==> config.mk <==
export PLATFORM = sky130hd
export DESIGN_NAME = urs_receive_status
export DESIGN_NICKNAME = d
export VERILOG_FILES = /design/src/urs_pkg.sv /design/src/urs_receive_status.sv
export VERILOG_INCLUDE_DIRS = /design/src
export SDC_FILE = /design/constraint.sdc
export NUM_CORES = 1
export LEC_CHECK = 0
export BUFFER_PORTS_ARGS = -buffer_cell sky130_fd_sc_hd__clkbuf_2
export CAP_MARGIN = 5
export CORE_UTILIZATION = 30
export CTS_CLUSTER_DIAMETER = 80
export DETAILED_ROUTE_END_ITERATION = 10
export SLEW_MARGIN = 40
export SYNTH_ARGS = -nofsm -noshare
export SYNTH_HDL_FRONTEND = slang
export SYNTH_SLANG_ARGS = --single-unit
==> constraint.sdc <==
create_clock -name clock -period 4.4 [get_ports clock]
set_input_delay 0 -clock clock [delete_from_list [all_inputs] [get_ports clock]]
set_output_delay 0 -clock clock [all_outputs]
set_load 0.01 [all_outputs]
==> src/urs_consts.svh <==
`ifndef URS_CONSTS_SVH
`define URS_CONSTS_SVH
// special-function address of the endpoint-indexed receive status register
`define URS_ADDR_RXSTATUS 8'he2
`define URS_RESET_STATUS 8'h00
// field positions inside the status byte
`define URS_BIT_ACK 0
`define URS_BIT_ERR 1
`define URS_BIT_VOID 2
`define URS_BIT_TOGGLE_OVW 3
`define URS_BIT_END_OVW 4
`define URS_BIT_START_OVW 5
`define URS_BIT_SETUP 6
`define URS_BIT_TOGGLE 7
`endif

==> src/urs_pkg.sv <==
package urs_pkg;
  // outcome of one receive data phase
  typedef enum logic [1:0] {
    URS_RES_NONE,
    URS_RES_ACK,
    URS_RES_ERR,
    URS_RES_VOID
  } urs_result_t;
endpackage : urs_pkg

==> src/urs_receive_status.sv <==
`timescale 1ns/100ps
`include "urs_consts.svh"
module urs_receive_status #(
  parameter int NumEp = 4,
  parameter int IdxW = 2
) (
  // clock and reset
  input wire logic clock,
  input wire logic nrst,
  // transaction end from the serial interface engine
  input wire logic rxDone,
  input wire logic [IdxW-1:0] rxEp,
  input wire logic rxIso,
  input wire logic rxIsSetup,
  input wire logic rxValidToken,
  input wire logic crcFail,
  input wire logic stuffError,
  input wire logic fifoOverUnder,
  input wire logic fifoLocked,
  input wire logic [NumEp-1:0] receiveStallControl,
  input wire logic sofSeen,
  // data toggle tracking
  input wire logic rxToggleIn,
  // firmware special-function access
  input wire logic [IdxW-1:0] epIndex,
  input wire logic [7:0] sfrAddr,
  input wire logic sfrWr,
  input wire logic [7:0] sfrWdata,
  input wire logic [NumEp-1:0] doneClear,
  // results
  output logic [7:0] sfrRdata,
  output logic rxHandshakeAck,
  output logic [NumEp-1:0] endpointReceiveDoneBit
);
  // ==========================================================
  // receive outcome classification
  urs_pkg::urs_result_t res;
  logic voidCond;
  always_comb begin
    voidCond = fifoLocked || receiveStallControl[rxEp];
    if (voidCond) begin
      res = urs_pkg::URS_RES_VOID;
    end else if (crcFail || stuffError || fifoOverUnder) begin
      res = urs_pkg::URS_RES_ERR;
    end else begin
      res = urs_pkg::URS_RES_ACK;
    end
  end

  // ==========================================================
  // per-endpoint status, pending iso results
  logic [NumEp-1:0] ack_q, err_q, void_q, toggle_q;
  logic [NumEp-1:0] pend_q;
  urs_pkg::urs_result_t pendRes_q [NumEp];
  logic wrStatus;
  assign wrStatus = sfrWr && (sfrAddr == `URS_ADDR_RXSTATUS);

  genvar g;
  generate
    for (g = 0; g < NumEp; g++) begin : gEp
      logic hit;
      logic apply;
      urs_pkg::urs_result_t applyRes;
      assign hit = rxDone && rxValidToken && (rxEp == IdxW'(g));
      // non-iso applies at end, iso waits for sof
      assign apply = (hit && !rxIso) || (pend_q[g] && sofSeen);
      assign applyRes = (hit && !rxIso) ? res : pendRes_q[g];
      always_ff @(posedge clock) begin
        if (!nrst) begin
          pend_q[g] <= 1'b0;
          pendRes_q[g] <= urs_pkg::URS_RES_NONE;
        end else if (hit && rxIso) begin
          pend_q[g] <= 1'b1;
          pendRes_q[g] <= res;
        end else if (sofSeen) begin
          pend_q[g] <= 1'b0;
        end
      end
      always_ff @(posedge clock) begin
        if (!nrst) begin
          ack_q[g] <= 1'b0;
          err_q[g] <= 1'b0;
          void_q[g] <= 1'b0;
        end else if (apply) begin
          // all three flags written together, never two set
          ack_q[g] <= (applyRes == urs_pkg::URS_RES_ACK);
          err_q[g] <= (applyRes == urs_pkg::URS_RES_ERR);
          void_q[g] <= (applyRes == urs_pkg::URS_RES_VOID);
        end
      end
      always_ff @(posedge clock) begin
        if (!nrst) begin
          endpointReceiveDoneBit[g] <= 1'b0;
        end else if (apply && (applyRes == urs_pkg::URS_RES_ACK
                               || applyRes == urs_pkg::URS_RES_ERR)) begin
          endpointReceiveDoneBit[g] <= 1'b1;
        end else if (doneClear[g]) begin
          endpointReceiveDoneBit[g] <= 1'b0;
        end
      end
      always_ff @(posedge clock) begin
        if (!nrst) begin
          toggle_q[g] <= 1'b0;
        end else if (wrStatus && epIndex == IdxW'(g)
                     && sfrWdata[`URS_BIT_TOGGLE_OVW]) begin
          toggle_q[g] <= sfrWdata[`URS_BIT_TOGGLE];
        end else if (apply && applyRes == urs_pkg::URS_RES_ACK) begin
          toggle_q[g] <= ~toggle_q[g];
        end
      end
    end
  endgenerate

  // ==========================================================
  // handshake: ack only for complete reception, none on error
  always_ff @(posedge clock) begin
    if (!nrst) begin
      rxHandshakeAck <= 1'b0;
    end else begin
      rxHandshakeAck <= rxDone && rxValidToken && (res == urs_pkg::URS_RES_ACK);
    end
  end

  // ==========================================================
  // indexed read port
  always_ff @(posedge clock) begin
    if (!nrst) begin
      sfrRdata <= `URS_RESET_STATUS;
    end else begin
      sfrRdata <= `URS_RESET_STATUS;
      if (sfrAddr == `URS_ADDR_RXSTATUS) begin
        sfrRdata[`URS_BIT_ACK] <= ack_q[epIndex];
        sfrRdata[`URS_BIT_ERR] <= err_q[epIndex];
        sfrRdata[`URS_BIT_VOID] <= void_q[epIndex];
        sfrRdata[`URS_BIT_TOGGLE] <= toggle_q[epIndex];
      end
    end
  end
endmodule : urs_receive_status

Word level (Yosys, flattened, before mapping)

Memory sizes are Yosys's and may differ from the RTL's.
Index checks and enable logic that the tools add are counted.

Bits in registers: 33
RAM bits: 8
Input bits: 41
Output and inout port bits: 13
Word-level logic and storage cells: 174
Memories kept: 1

Memory list:

| memory    | words | bits a word | read ports | clocked after memory_dff | write ports | RTL line                 | RTL |
|---|---|---|---|---|---|---|---|
| pendRes_q | 4     | 2           | 4          | 0                        | 4           | urs_receive_status.sv:54 | `urs_pkg::urs_result_t pendRes_q [NumEp];` |

$lt $le $gt $ge: 2
Eq/ne operators: 20
Muxes and demuxes: 54
Bitwise gates (word level): 8
Reductions and logical operators: 62

Operator list:

| cell                                                | number |
|---|---|
| two-way mux 1 bit                                   | 39 |
| logical AND 1 bit                                   | 35 |
| equality test 2 bit, second input constant          | 12 |
| nonzero test 2 bit                                  | 12 |
| two-way mux 2 bit                                   | 10 |
| equality test 2 x 1 -> 1 bit, second input constant | 7 |
| logical OR 1 bit                                    | 11 |
| binary-select mux 1 bit (select 2 bit)              | 5 |
| equality test 8 bit, second input constant          | 1 |
| < comparator 2 x 3 -> 1 bit, second input constant  | 2 |
| logical NOT 2 bit                                   | 2 |
| NOT 1 bit                                           | 4 |
| bitwise OR 1 bit                                    | 4 |
| AND reduction 2 bit                                 | 1 |
| logical NOT 1 bit                                   | 1 |

Longest topological paths before layout

Gate-level depths: netlist of the first run.

Word-level depth: 9
Gate-level depth with buffers: 10
Depth with buffers taken out: 9

Worst setup path after synthesis of the first run

No wires, ideal clock.

Path type: input port to flip-flop
Start point: input rxEp[0]
End point: register toggle_q[0]
Setup time: 0.060 ns
Data arrival time: 1.950 ns
Required time: 4.340 ns
Slack: 2.390 ns
Stages on the path: 9
Path buffers: 1
Path through: mux4_2 nor3b_2 buf_2 a21o_1 ha_1 inv_1 o41a_1 o211ai_1 o311a_1

Word-level cells in the longest chain between the ends: 8
Elaborated cells between the ends (all ways): 12
Those cells by class: eq/ne: 1; mux: 4; reduce/logical: 7

Ends and longest elaborated chain:

| element                                 | RTL line                  | RTL |
|---|---|---|
| start, declared                         | urs_receive_status.sv:12  | `input wire logic [IdxW-1:0] rxEp,` |
| binary-select mux 1 bit (select 2 bit)  | urs_receive_status.sv:40  | `voidCond = fifoLocked \|\| receiveStallControl[rxEp];` |
| two-way mux 1 bit (implied by the code) | urs_receive_status.sv:40  |  |
| logical OR 1 bit                        | urs_receive_status.sv:40  |  |
| two-way mux 2 bit                       | urs_receive_status.sv:41  | `if (voidCond) begin` |
| two-way mux 2 bit                       | urs_receive_status.sv:67  | `assign applyRes = (hit && !rxIso) ? res : pendRes_q[g];` |
| equality test 2 x 1 -> 1 bit            | urs_receive_status.sv:107 | `end else if (apply && applyRes == urs_pkg::URS_RES_ACK) begin` |
| logical AND 1 bit (*)                   | urs_receive_status.sv:107 |  |
| nonzero test 2 bit (no source line) (*) | --                        |  |
| end signal, assigned by index           | urs_receive_status.sv:106 | `` toggle_q[g] <= sfrWdata[`URS_BIT_TOGGLE]; `` |
| end signal, assigned by index           | urs_receive_status.sv:108 | `toggle_q[g] <= ~toggle_q[g];` |
| end, declared                           | urs_receive_status.sv:52  | `logic [NumEp-1:0] ack_q, err_q, void_q, toggle_q;` |

Every way passes the cells marked *; elsewhere a longest branch is shown, timed or not. The select of a mux whose other input is x is not followed.
A chain may end at the register's enable or synchronous reset.

Worst setup path in the final report of the first run

Start point: input rxEp[0]
End point: register toggle_q[3]

Same word-level chain as after synthesis.

==> metrics.sh, run 1 <==
ROUTE.DETAILED.VIAS_PER_INST=4.73
WORST_SETUP_HOLD_PATH_CLK_SLEW_NS=0.07
DETAIL_ROUTE.DRC_VIOLATIONS=0
TIMING.HOLD.WORST_ENDPOINT='toggle_q[2]'
GR-TOTAL-OVERFLOW=0
LATEST_CLOCK_ARRIVAL_WITHIN_THE_WORST_SKEW_PAIR_NS=0.29
R2R_END='toggle_q[0]'
SYNTH-SEQ-CELLS=37
SYNTH.AVG_CELL_AREA_SQ_UM=9.67
YOSYSWARNINGS=0
RATIO_OF_CELLS_WITH_DRIVE_ABOVE_1_IN_THE_FINAL_LAYOUT_PCT=21.2
DETAILROUTE.VIA_COUNT=1704
POSTSYNTH.TOPFLOPCELL='sky130_fd_sc_hd__dfxtp_1'
RUN_STATUS='finished clean'
FLOW.AREA_GROWTH_FROM_SYNTHESIS_PCT=18.4
CTS.REPAIR.RESIZED=0
POSTSYNTHCELLCOUNT=222
FINAL_CELL_MIX='sky130_fd_sc_hd__clkbuf_2 (41), sky130_fd_sc_hd__dfxtp_1 (29), sky130_fd_sc_hd__nor2_1 (20)'
END_KIND='flop'
TRITONCTS='built'
CLK_PATH_BUF_DEPTH=2
ROWS=30
GRT_MAX_DEGREE=35
RRSETUPSLACK_NS=2.70
TOTAL_NUMBER_OF_NETS_IN_THE_FINAL_DESIGN=316
PLACED_CELL_AREA_SQ_UM=2410
FIN_SETUP_TNS_NS=0
WORSTPATHREQUIRED_NS=4.58
PLACE_INST=348
REGTOREGSTARTPOINT='pendRes_q[0][0]'
NUMBER_OF_SYNTHESIZED_FLOPS_WITH_AN_ENABLE_PIN=8
HOLDCRITPATHCLASS='primary input to flop'
LKG_PWR_nW=0.972
DRTITER0DRC=76
MAXCAPVIOLATIONS=0
HTREE_NUM_LEVELS=2
GRT.TOTAL_USAGE_PCT=13.3
YS_ASYNC_SR_FRACTION_PCT=0
ANT_NETS=0
PLACE.DETAILED.HPWL_MM=3.47
NETLIST_AREA_SQ_UM=2150
INITIAL_CORE_UTIL_PCT=31.2
PLACE.PORT_BUFFERS=41
FIN_CELLS=360
YOSYS.CELL_TYPES.COUNT=39
ANTENNA_CELLS_INSERTED=0
COUNT_OF_ENDPOINTS_FAILING_SETUP_IN_THE_FINAL_REPORT=0
GRT_SETUP_UNREPAIRED='no'
CRITICAL_PATH_PEAK_FANOUT=15
DIE_H_MICRONS=86.6
P_TOTAL_mW=0.689
AREA_OF_THE_DIE_SQ_UM=7500
DRT_PRE_ANTENNA_ITERS=4
WORST_EP_ARRIVAL_TIME_NS=2.73
ANTENNA_FOUND_INITIAL=0
FINAL_WORST_PATH_PERIOD_NEED_NS=2.55
CHIPWIDTH_MICRONS=86.6
WL_PER_CELL_MICRONS=12.8
CLKSINKCOUNT=37
LAYOUT_COMMONEST_CELL='sky130_fd_sc_hd__clkbuf_2'
PART_OF_THE_YOSYS_AREA_USED_FOR_SEQUENTIAL_ELEMENTS_PCT=38.3
TIMING.FINAL.CRIT_SHARE_PCT=58.0
WIRELENGTH_MM=4.62
WORSTMARGINPINSLEW_NS=0.803
HOLD_VIOLATIONS=0
GRT_FIRST_PASS_WIRELENGTH_MM=7.62
SLEW_VIOLATIONS=0
FF2FF_PATH_DEPTH=7
GRT_PASS1_VIAS=1606
WORST_SETUP_PATH_START_KIND='primary input'
WS_PATH_TYPE='primary input to flop'
COREAREA_SQ_UM=6870
PIN_COUNT=54
STARTPOINT_OF_THE_TIGHTEST_HOLD_CHECK_PATH='sfrWdata[7]'
RELSLEWSLACK_PCT=46.2
WORST_HOLD_PATH_CELLS=2
FINISH.INSTANCE_AREA_SQ_UM=2540
ROOT_BUFFER='sky130_fd_sc_hd__clkbuf_8'
CTS_SETUP_BUFFERS=0
CLOCK.FMAX_MHz=392
POWER_DENSITY_OVER_CELL_AREA_nW_PER_UM2=271
NUMCTSBUFFERS=5
WORST_IR_DROP_VDD_mV=0.127
POST_ROUTE_CLOCK_SKEW_NS=0.00711
GP_CONGESTION=0.758
CTS_HOLD_BUFFERS=4
[metrics by stage]
stage / hold WS, ns / utilization, % / worst slack [ns]
2_1_floorplan: 0.154 / - / 2.39
3_3_place_gp: 0.278 / 35.1 / 1.53
3_5_place_dp: 0.292 / 35.1 / 1.51
4_1_cts: 0.00752 / 37.0 / 1.82
5_1_grt: 0.0133 / 37.0 / 1.64
6_report: 0.0182 / 37.0 / 1.85
[routing by layer]
layer  up-vias  share of wire (%)  global-route usage (%)
met5         -                  0                       0
met4         0                1.2                    4.70
met3         5                3.8                    2.57
met2        37                 46                    21.1
met1       785                 49                    18.1
li1        877                  -                       -
[critical path, stage by stage]
cell	delay, ns
sky130_fd_sc_hd__clkbuf_2	0.26
sky130_fd_sc_hd__mux4_2	0.60
sky130_fd_sc_hd__nor3b_2	0.68
sky130_fd_sc_hd__a21o_1	0.23
sky130_fd_sc_hd__ha_1	0.24
sky130_fd_sc_hd__inv_1	0.07
sky130_fd_sc_hd__o311ai_0	0.36
sky130_fd_sc_hd__o211ai_1	0.14
sky130_fd_sc_hd__o311a_1	0.14
[cell type report]
class	instances	area [sq um]
Timing Repair Buffer	45	245
Clock buffer	8	90.1
Inverter	8	30.0
Tap cell	96	120
Sequential cell	37	821
Fill cell	718	4330
Multi-Input combinational cell	166	1230
[report_power, final]
part | internal [mW] | switching, mW
sequential | 0.354 | 0.00307
combinational | 0.0397 | 0.0513
clock | 0.128 | 0.113
[state kept, by name (all words and copies together), names as in the netlist]
register / flops
pendRes_q: 8
err_q: 4
toggle_q: 4
pend_q: 4
void_q: 4
rxHandshakeAck: 1
ack_q: 4
endpointReceiveDoneBit: 4
sfrRdata: 4
[Yosys cell counts (2+ instances only)]
library cell / n / area (sq um)
sky130_fd_sc_hd__nand3_1: 7 / 35.0
sky130_fd_sc_hd__o21ai_2: 2 / 17.5
sky130_fd_sc_hd__a21oi_1: 8 / 40.0
sky130_fd_sc_hd__clkbuf_1: 7 / 26.3
sky130_fd_sc_hd__and2_1: 2 / 12.5
sky130_fd_sc_hd__nor2_1: 20 / 75.1
sky130_fd_sc_hd__nor2b_1: 16 / 100
sky130_fd_sc_hd__buf_2: 3 / 15.0
sky130_fd_sc_hd__o32a_1: 2 / 20.0
sky130_fd_sc_hd__o311ai_0: 4 / 35.0
sky130_fd_sc_hd__dfxtp_1: 29 / 581
sky130_fd_sc_hd__nand4_1: 2 / 12.5
sky130_fd_sc_hd__o21ai_0: 2 / 10.0
sky130_fd_sc_hd__o311a_1: 4 / 40.0
sky130_fd_sc_hd__o22ai_1: 2 / 12.5
sky130_fd_sc_hd__buf_4: 4 / 30.0
sky130_fd_sc_hd__o21ai_1: 2 / 10.0
sky130_fd_sc_hd__edfxtp_1: 8 / 240
sky130_fd_sc_hd__nand2_1: 10 / 37.5
sky130_fd_sc_hd__o211ai_1: 4 / 30.0
sky130_fd_sc_hd__ha_1: 12 / 150
sky130_fd_sc_hd__a21o_1: 8 / 60.1
sky130_fd_sc_hd__nor3_1: 3 / 15.0
sky130_fd_sc_hd__mux2i_1: 12 / 120
sky130_fd_sc_hd__inv_1: 8 / 30.0
sky130_fd_sc_hd__a21boi_0: 6 / 45.0
sky130_fd_sc_hd__nand4b_1: 5 / 43.8
sky130_fd_sc_hd__o41a_1: 2 / 22.5
sky130_fd_sc_hd__mux4_2: 5 / 113
sky130_fd_sc_hd__nand2b_1: 12 / 75.1
sky130_fd_sc_hd__nand3b_1: 3 / 22.5
[cells by family (layout without fill, tap and decap cells)]
kind of cell / count (synthesis) / after routing / synth area share (%)
AO/OA/AOI/OAI: 46 / 46 / 16.0
buffers and inverters: 22 / 61 / 4.72
multiplexers: 17 / 17 / 10.8
adder cells (fa/ha/maj): 12 / 12 / 7.00
flip-flops: 37 / 37 / 38.3
other: 1 / 4 / 0.175
AND/OR/NAND/NOR: 87 / 87 / 23.0
[how the worst max path moves through the flow]
stage | startpoint | end | slack, ns | cells past startpoint
4_1_cts | rxEp[0] | toggle_q[3] | 1.82 | 9
3_5_place_dp | rxEp[0] | toggle_q[3] | 1.51 | 9
2_1_floorplan | rxEp[0] | toggle_q[0] | 2.39 | 9
6_report | rxEp[0] | toggle_q[3] | 1.85 | 9
3_3_place_gp | rxEp[0] | toggle_q[1] | 1.53 | 9
5_1_grt | rxEp[0] | toggle_q[3] | 1.64 | 9
No activity file was read; power rests on OpenSTA's default activity.
==> run 2, diff against run 1 <==
--- a/config.mk
+++ b/config.mk
@@ -6,6 +6,7 @@
 export SDC_FILE = /design/constraint.sdc
 export NUM_CORES = 1
 export LEC_CHECK = 0
+export ABC_AREA = 1
 export BUFFER_PORTS_ARGS = -buffer_cell sky130_fd_sc_hd__clkbuf_2
 export CAP_MARGIN = 5
 export CORE_UTILIZATION = 30
==> constraint.sdc (replaced) <==
create_clock -name clock -period 2.1 [get_ports clock]
set_input_delay 0 -clock clock [delete_from_list [all_inputs] [get_ports clock]]
set_output_delay 0 -clock clock [all_outputs]
set_load 0.01 [all_outputs]
==> metrics.sh, run 2 <==
LKG_PWR_nW=1.25
WORST_SETUP_HOLD_PATH_CLK_SLEW_NS=0.08
DETAIL_ROUTE.DRC_VIOLATIONS=0
WORST_SETUP_PATH_START_KIND='primary input'
WORST_HOLD_PATH_CELLS=4
YS_ASYNC_SR_FRACTION_PCT=0
PIN_COUNT=54
WIRELENGTH_MM=4.29
TOTAL_NUMBER_OF_NETS_IN_THE_FINAL_DESIGN=388
POSTSYNTHCELLCOUNT=288
FIN_SETUP_TNS_NS=0
WL_PER_CELL_MICRONS=9.94
BIGGEST_AREA_CONTRIBUTORS_IN_THE_SYNTHESIZED_NETLIST='sky130_fd_sc_hd__dfxtp_1 (27%), sky130_fd_sc_hd__edfxtp_1 (11%), sky130_fd_sc_hd__nand2_1 (11%)'
TOP_LAYER='met4'
SLEW_VIOLATIONS=0
GR-TOTAL-OVERFLOW=0
FF2FF_PATH_DEPTH=8
SYNTH_MOST_COMMON_CELL='sky130_fd_sc_hd__nand2_1'
CTS.REPAIR.RESIZED=0
DRTITER0DRC=76
CHIPWIDTH_MICRONS=86.7
SYNTH.AVG_CELL_AREA_SQ_UM=7.48
SYNTH-SEQ-CELLS=37
ANTENNA_CELLS_INSERTED=0
WS_PATH_TYPE='primary input to flop'
RELSLEWSLACK_PCT=55.8
DETAILROUTE.VIA_COUNT=1847
SYNTH_AREA_LEADER_CELL='sky130_fd_sc_hd__dfxtp_1'
WL_MET1_MM=2.04
CLOCK.FMAX_MHz=772
FINAL_WORST_PATH_PERIOD_NEED_NS=1.29
DRT_PRE_ANTENNA_ITERS=4
ANTENNA_FOUND_INITIAL=0
GRT_PASS1_VIAS=1643
RATIO_OF_CELLS_WITH_DRIVE_ABOVE_1_IN_THE_FINAL_LAYOUT_PCT=26.5
YOSYSWARNINGS=0
NUMCTSBUFFERS=5
WORST_IR_DROP_VDD_mV=0.245
PLACE.PORT_BUFFERS=41
DIE_H_MICRONS=86.7
COREAREA_SQ_UM=6870
GP_CONGESTION=0.777
CLK_PATH_BUF_DEPTH=2
NETLIST_AREA_SQ_UM=2150
HTREE_NUM_LEVELS=2
POST_ROUTE_CLOCK_SKEW_NS=0.00565
PART_OF_THE_YOSYS_AREA_USED_FOR_SEQUENTIAL_ELEMENTS_PCT=38.1
MET3_WIRELENGTH_MICRONS=193
AREA_OF_THE_DIE_SQ_UM=7520
GRT_SETUP_UNREPAIRED='no'
COUNT_OF_ENDPOINTS_FAILING_SETUP_IN_THE_FINAL_REPORT=0
POWER_DENSITY_OVER_CELL_AREA_nW_PER_UM2=558
NETLIST_TOP_CELLS_COUNT='sky130_fd_sc_hd__nand2_1 (63), sky130_fd_sc_hd__inv_1 (49), sky130_fd_sc_hd__dfxtp_1 (29), sky130_fd_sc_hd__nor2_1 (18), sky130_fd_sc_hd__nand3_1 (16)'
FRACTION_OF_POST_SYNTHESIS_CELL_AREA_IN_THE_TOP_CELL_TYPE_BY_AREA_PCT=27.0
PLACED_CELL_AREA_SQ_UM=2450
WORSTPATHREQUIRED_NS=2.26
ROOT_BUFFER='sky130_fd_sc_hd__clkbuf_8'
LARGEST_REGISTER_FFS=8
NUMBER_OF_SYNTHESIZED_FLOPS_WITH_AN_ENABLE_PIN=8
PLACE.DETAILED.HPWL_MM=3.29
YOSYS.CELL_TYPES.COUNT=32
TIMING.FINAL.CRIT_SHARE_PCT=61.7
ROUTE.DETAILED.VIAS_PER_INST=4.28
FINISH.INSTANCE_AREA_SQ_UM=2560
TRITONCTS='built'
GRT.TOTAL_USAGE_PCT=12.2
WORSTMARGINPINSLEW_NS=0.662
CLKSINKCOUNT=37
FINISH.UTILIZATION_PCT=37.2
GRT_MAX_DEGREE=21
BIGGEST_REGISTER='pendRes_q'
MAXCAPVIOLATIONS=0
HOLDCRITPATHCLASS='primary input to flop'
LATEST_CLOCK_ARRIVAL_WITHIN_THE_WORST_SKEW_PAIR_NS=0.29
ROWS=30
ANT_NETS=0
END_KIND='flop'
GRT_FIRST_PASS_WIRELENGTH_MM=7.12
RUN_STATUS='finished clean'
FLOW.AREA_GROWTH_FROM_SYNTHESIS_PCT=18.8
HOLD_VIOLATIONS=0
LAYOUT_COMMONEST_CELL='sky130_fd_sc_hd__nand2_1'
CTS_SETUP_BUFFERS=0
WORST_EP_ARRIVAL_TIME_NS=1.45
CRITICAL_PATH_PEAK_FANOUT=10
RRSETUPSLACK_NS=0.86
INITIAL_CORE_UTIL_PCT=31.3
FINAL_CELL_MIX='sky130_fd_sc_hd__nand2_1 (63), sky130_fd_sc_hd__inv_1 (49), sky130_fd_sc_hd__clkbuf_2 (41)'
POSTSYNTH.TOPFLOPCELL='sky130_fd_sc_hd__dfxtp_1'
ROUTED-WL-MET2_MM=2.00
-- run 2: changes by cell type after synthesis, sizes merged, moves of 10 or more --
cell	change
a21oi	+10
nand2	+61
nand3	+14
nor2b	-16
inv	+53
mux2i	-10
nand2b	-12
-- run 2: logic make-up (layout without fill, tap and decap cells) --
group,after synthesis,in the layout,share of synthesized area (%)
AOI/OAI and AO/OA,45,45,13.1
adders and majority gates,12,12,6.97
buffers and inverters,68,113,12.6
DFF,37,37,38.1
muxes,2,2,0.930
other,1,4,0.174
and+or+nand+nor,123,123,28.1
-- run 2: critical path, cell delays in order --
cell	delay, ns
sky130_fd_sc_hd__clkbuf_2	0.14
sky130_fd_sc_hd__inv_2	0.07
sky130_fd_sc_hd__nor2_2	0.04
sky130_fd_sc_hd__nand2_1	0.06
sky130_fd_sc_hd__nand2_1	0.07
sky130_fd_sc_hd__nor2_4	0.14
sky130_fd_sc_hd__nand3_4	0.17
sky130_fd_sc_hd__o21ai_2	0.21
sky130_fd_sc_hd__inv_2	0.06
sky130_fd_sc_hd__ha_1	0.26
sky130_fd_sc_hd__inv_1	0.04
sky130_fd_sc_hd__a22oi_1	0.14
sky130_fd_sc_hd__nor2_1	0.06
-- run 2: what timing repair did --
action                                 4_1_cts  5_1_grt
hold buffers                                 2        0
endpoints found under the hold margin        2        0
setup endpoints to repair                    0        0
-- run 2: worst paths after layout --
check / to / startpoint
setup / recovery: endpointReceiveDoneBit[2] / rxEp[1]
hold / removal: endpointReceiveDoneBit[0] / doneClear[0]
setup reg to reg: endpointReceiveDoneBit[2] / pendRes_q[2][1]
hold reg to reg: void_q[1] / void_q[1]
-- run 2: layer usage --
layer / GRT usage, % / up-vias
met2: 20.9 / 49
met4: 4.09 / 0
met5: 0 / -
met1: 14.9 / 799
li1: - / 993
met3: 2.95 / 6
-- run 2: where the power goes --
group          internal, mW  switching, mW
clock network         0.230          0.253
logic                0.0723          0.123
registers             0.743        0.00732
-- run 2: area by class of cell --
| class | instances | area [sq um] |
|---|---|---|
| clock inverters | 2 | 10.0 |
| fillers | 720 | 4310 |
| multi-input cells | 186 | 1070 |
| inverters | 61 | 229 |
| flip-flops and latches | 37 | 821 |
| repair buffers | 44 | 233 |
| well taps | 96 | 120 |
| clock buffers | 6 | 72.6 |
-- run 2: per-stage QoR --
| stage | hold slack [ns] | power (mW) | setup slack, ns | std cells |
|---|---|---|---|---|
| after detailed placement | 0.268 | 0.961 | 0.484 | 422 |
| after CTS | 0.00704 | 1.45 | 0.801 | 432 |
| after floorplan | 0.142 | 0.900 | 0.779 | 291 |
| final | 0.0127 | 1.43 | 0.805 | 432 |
| after global routing | 0.0190 | 1.50 | 0.643 | 432 |
| after global placement | 0.260 | 0.956 | 0.532 | 422 |
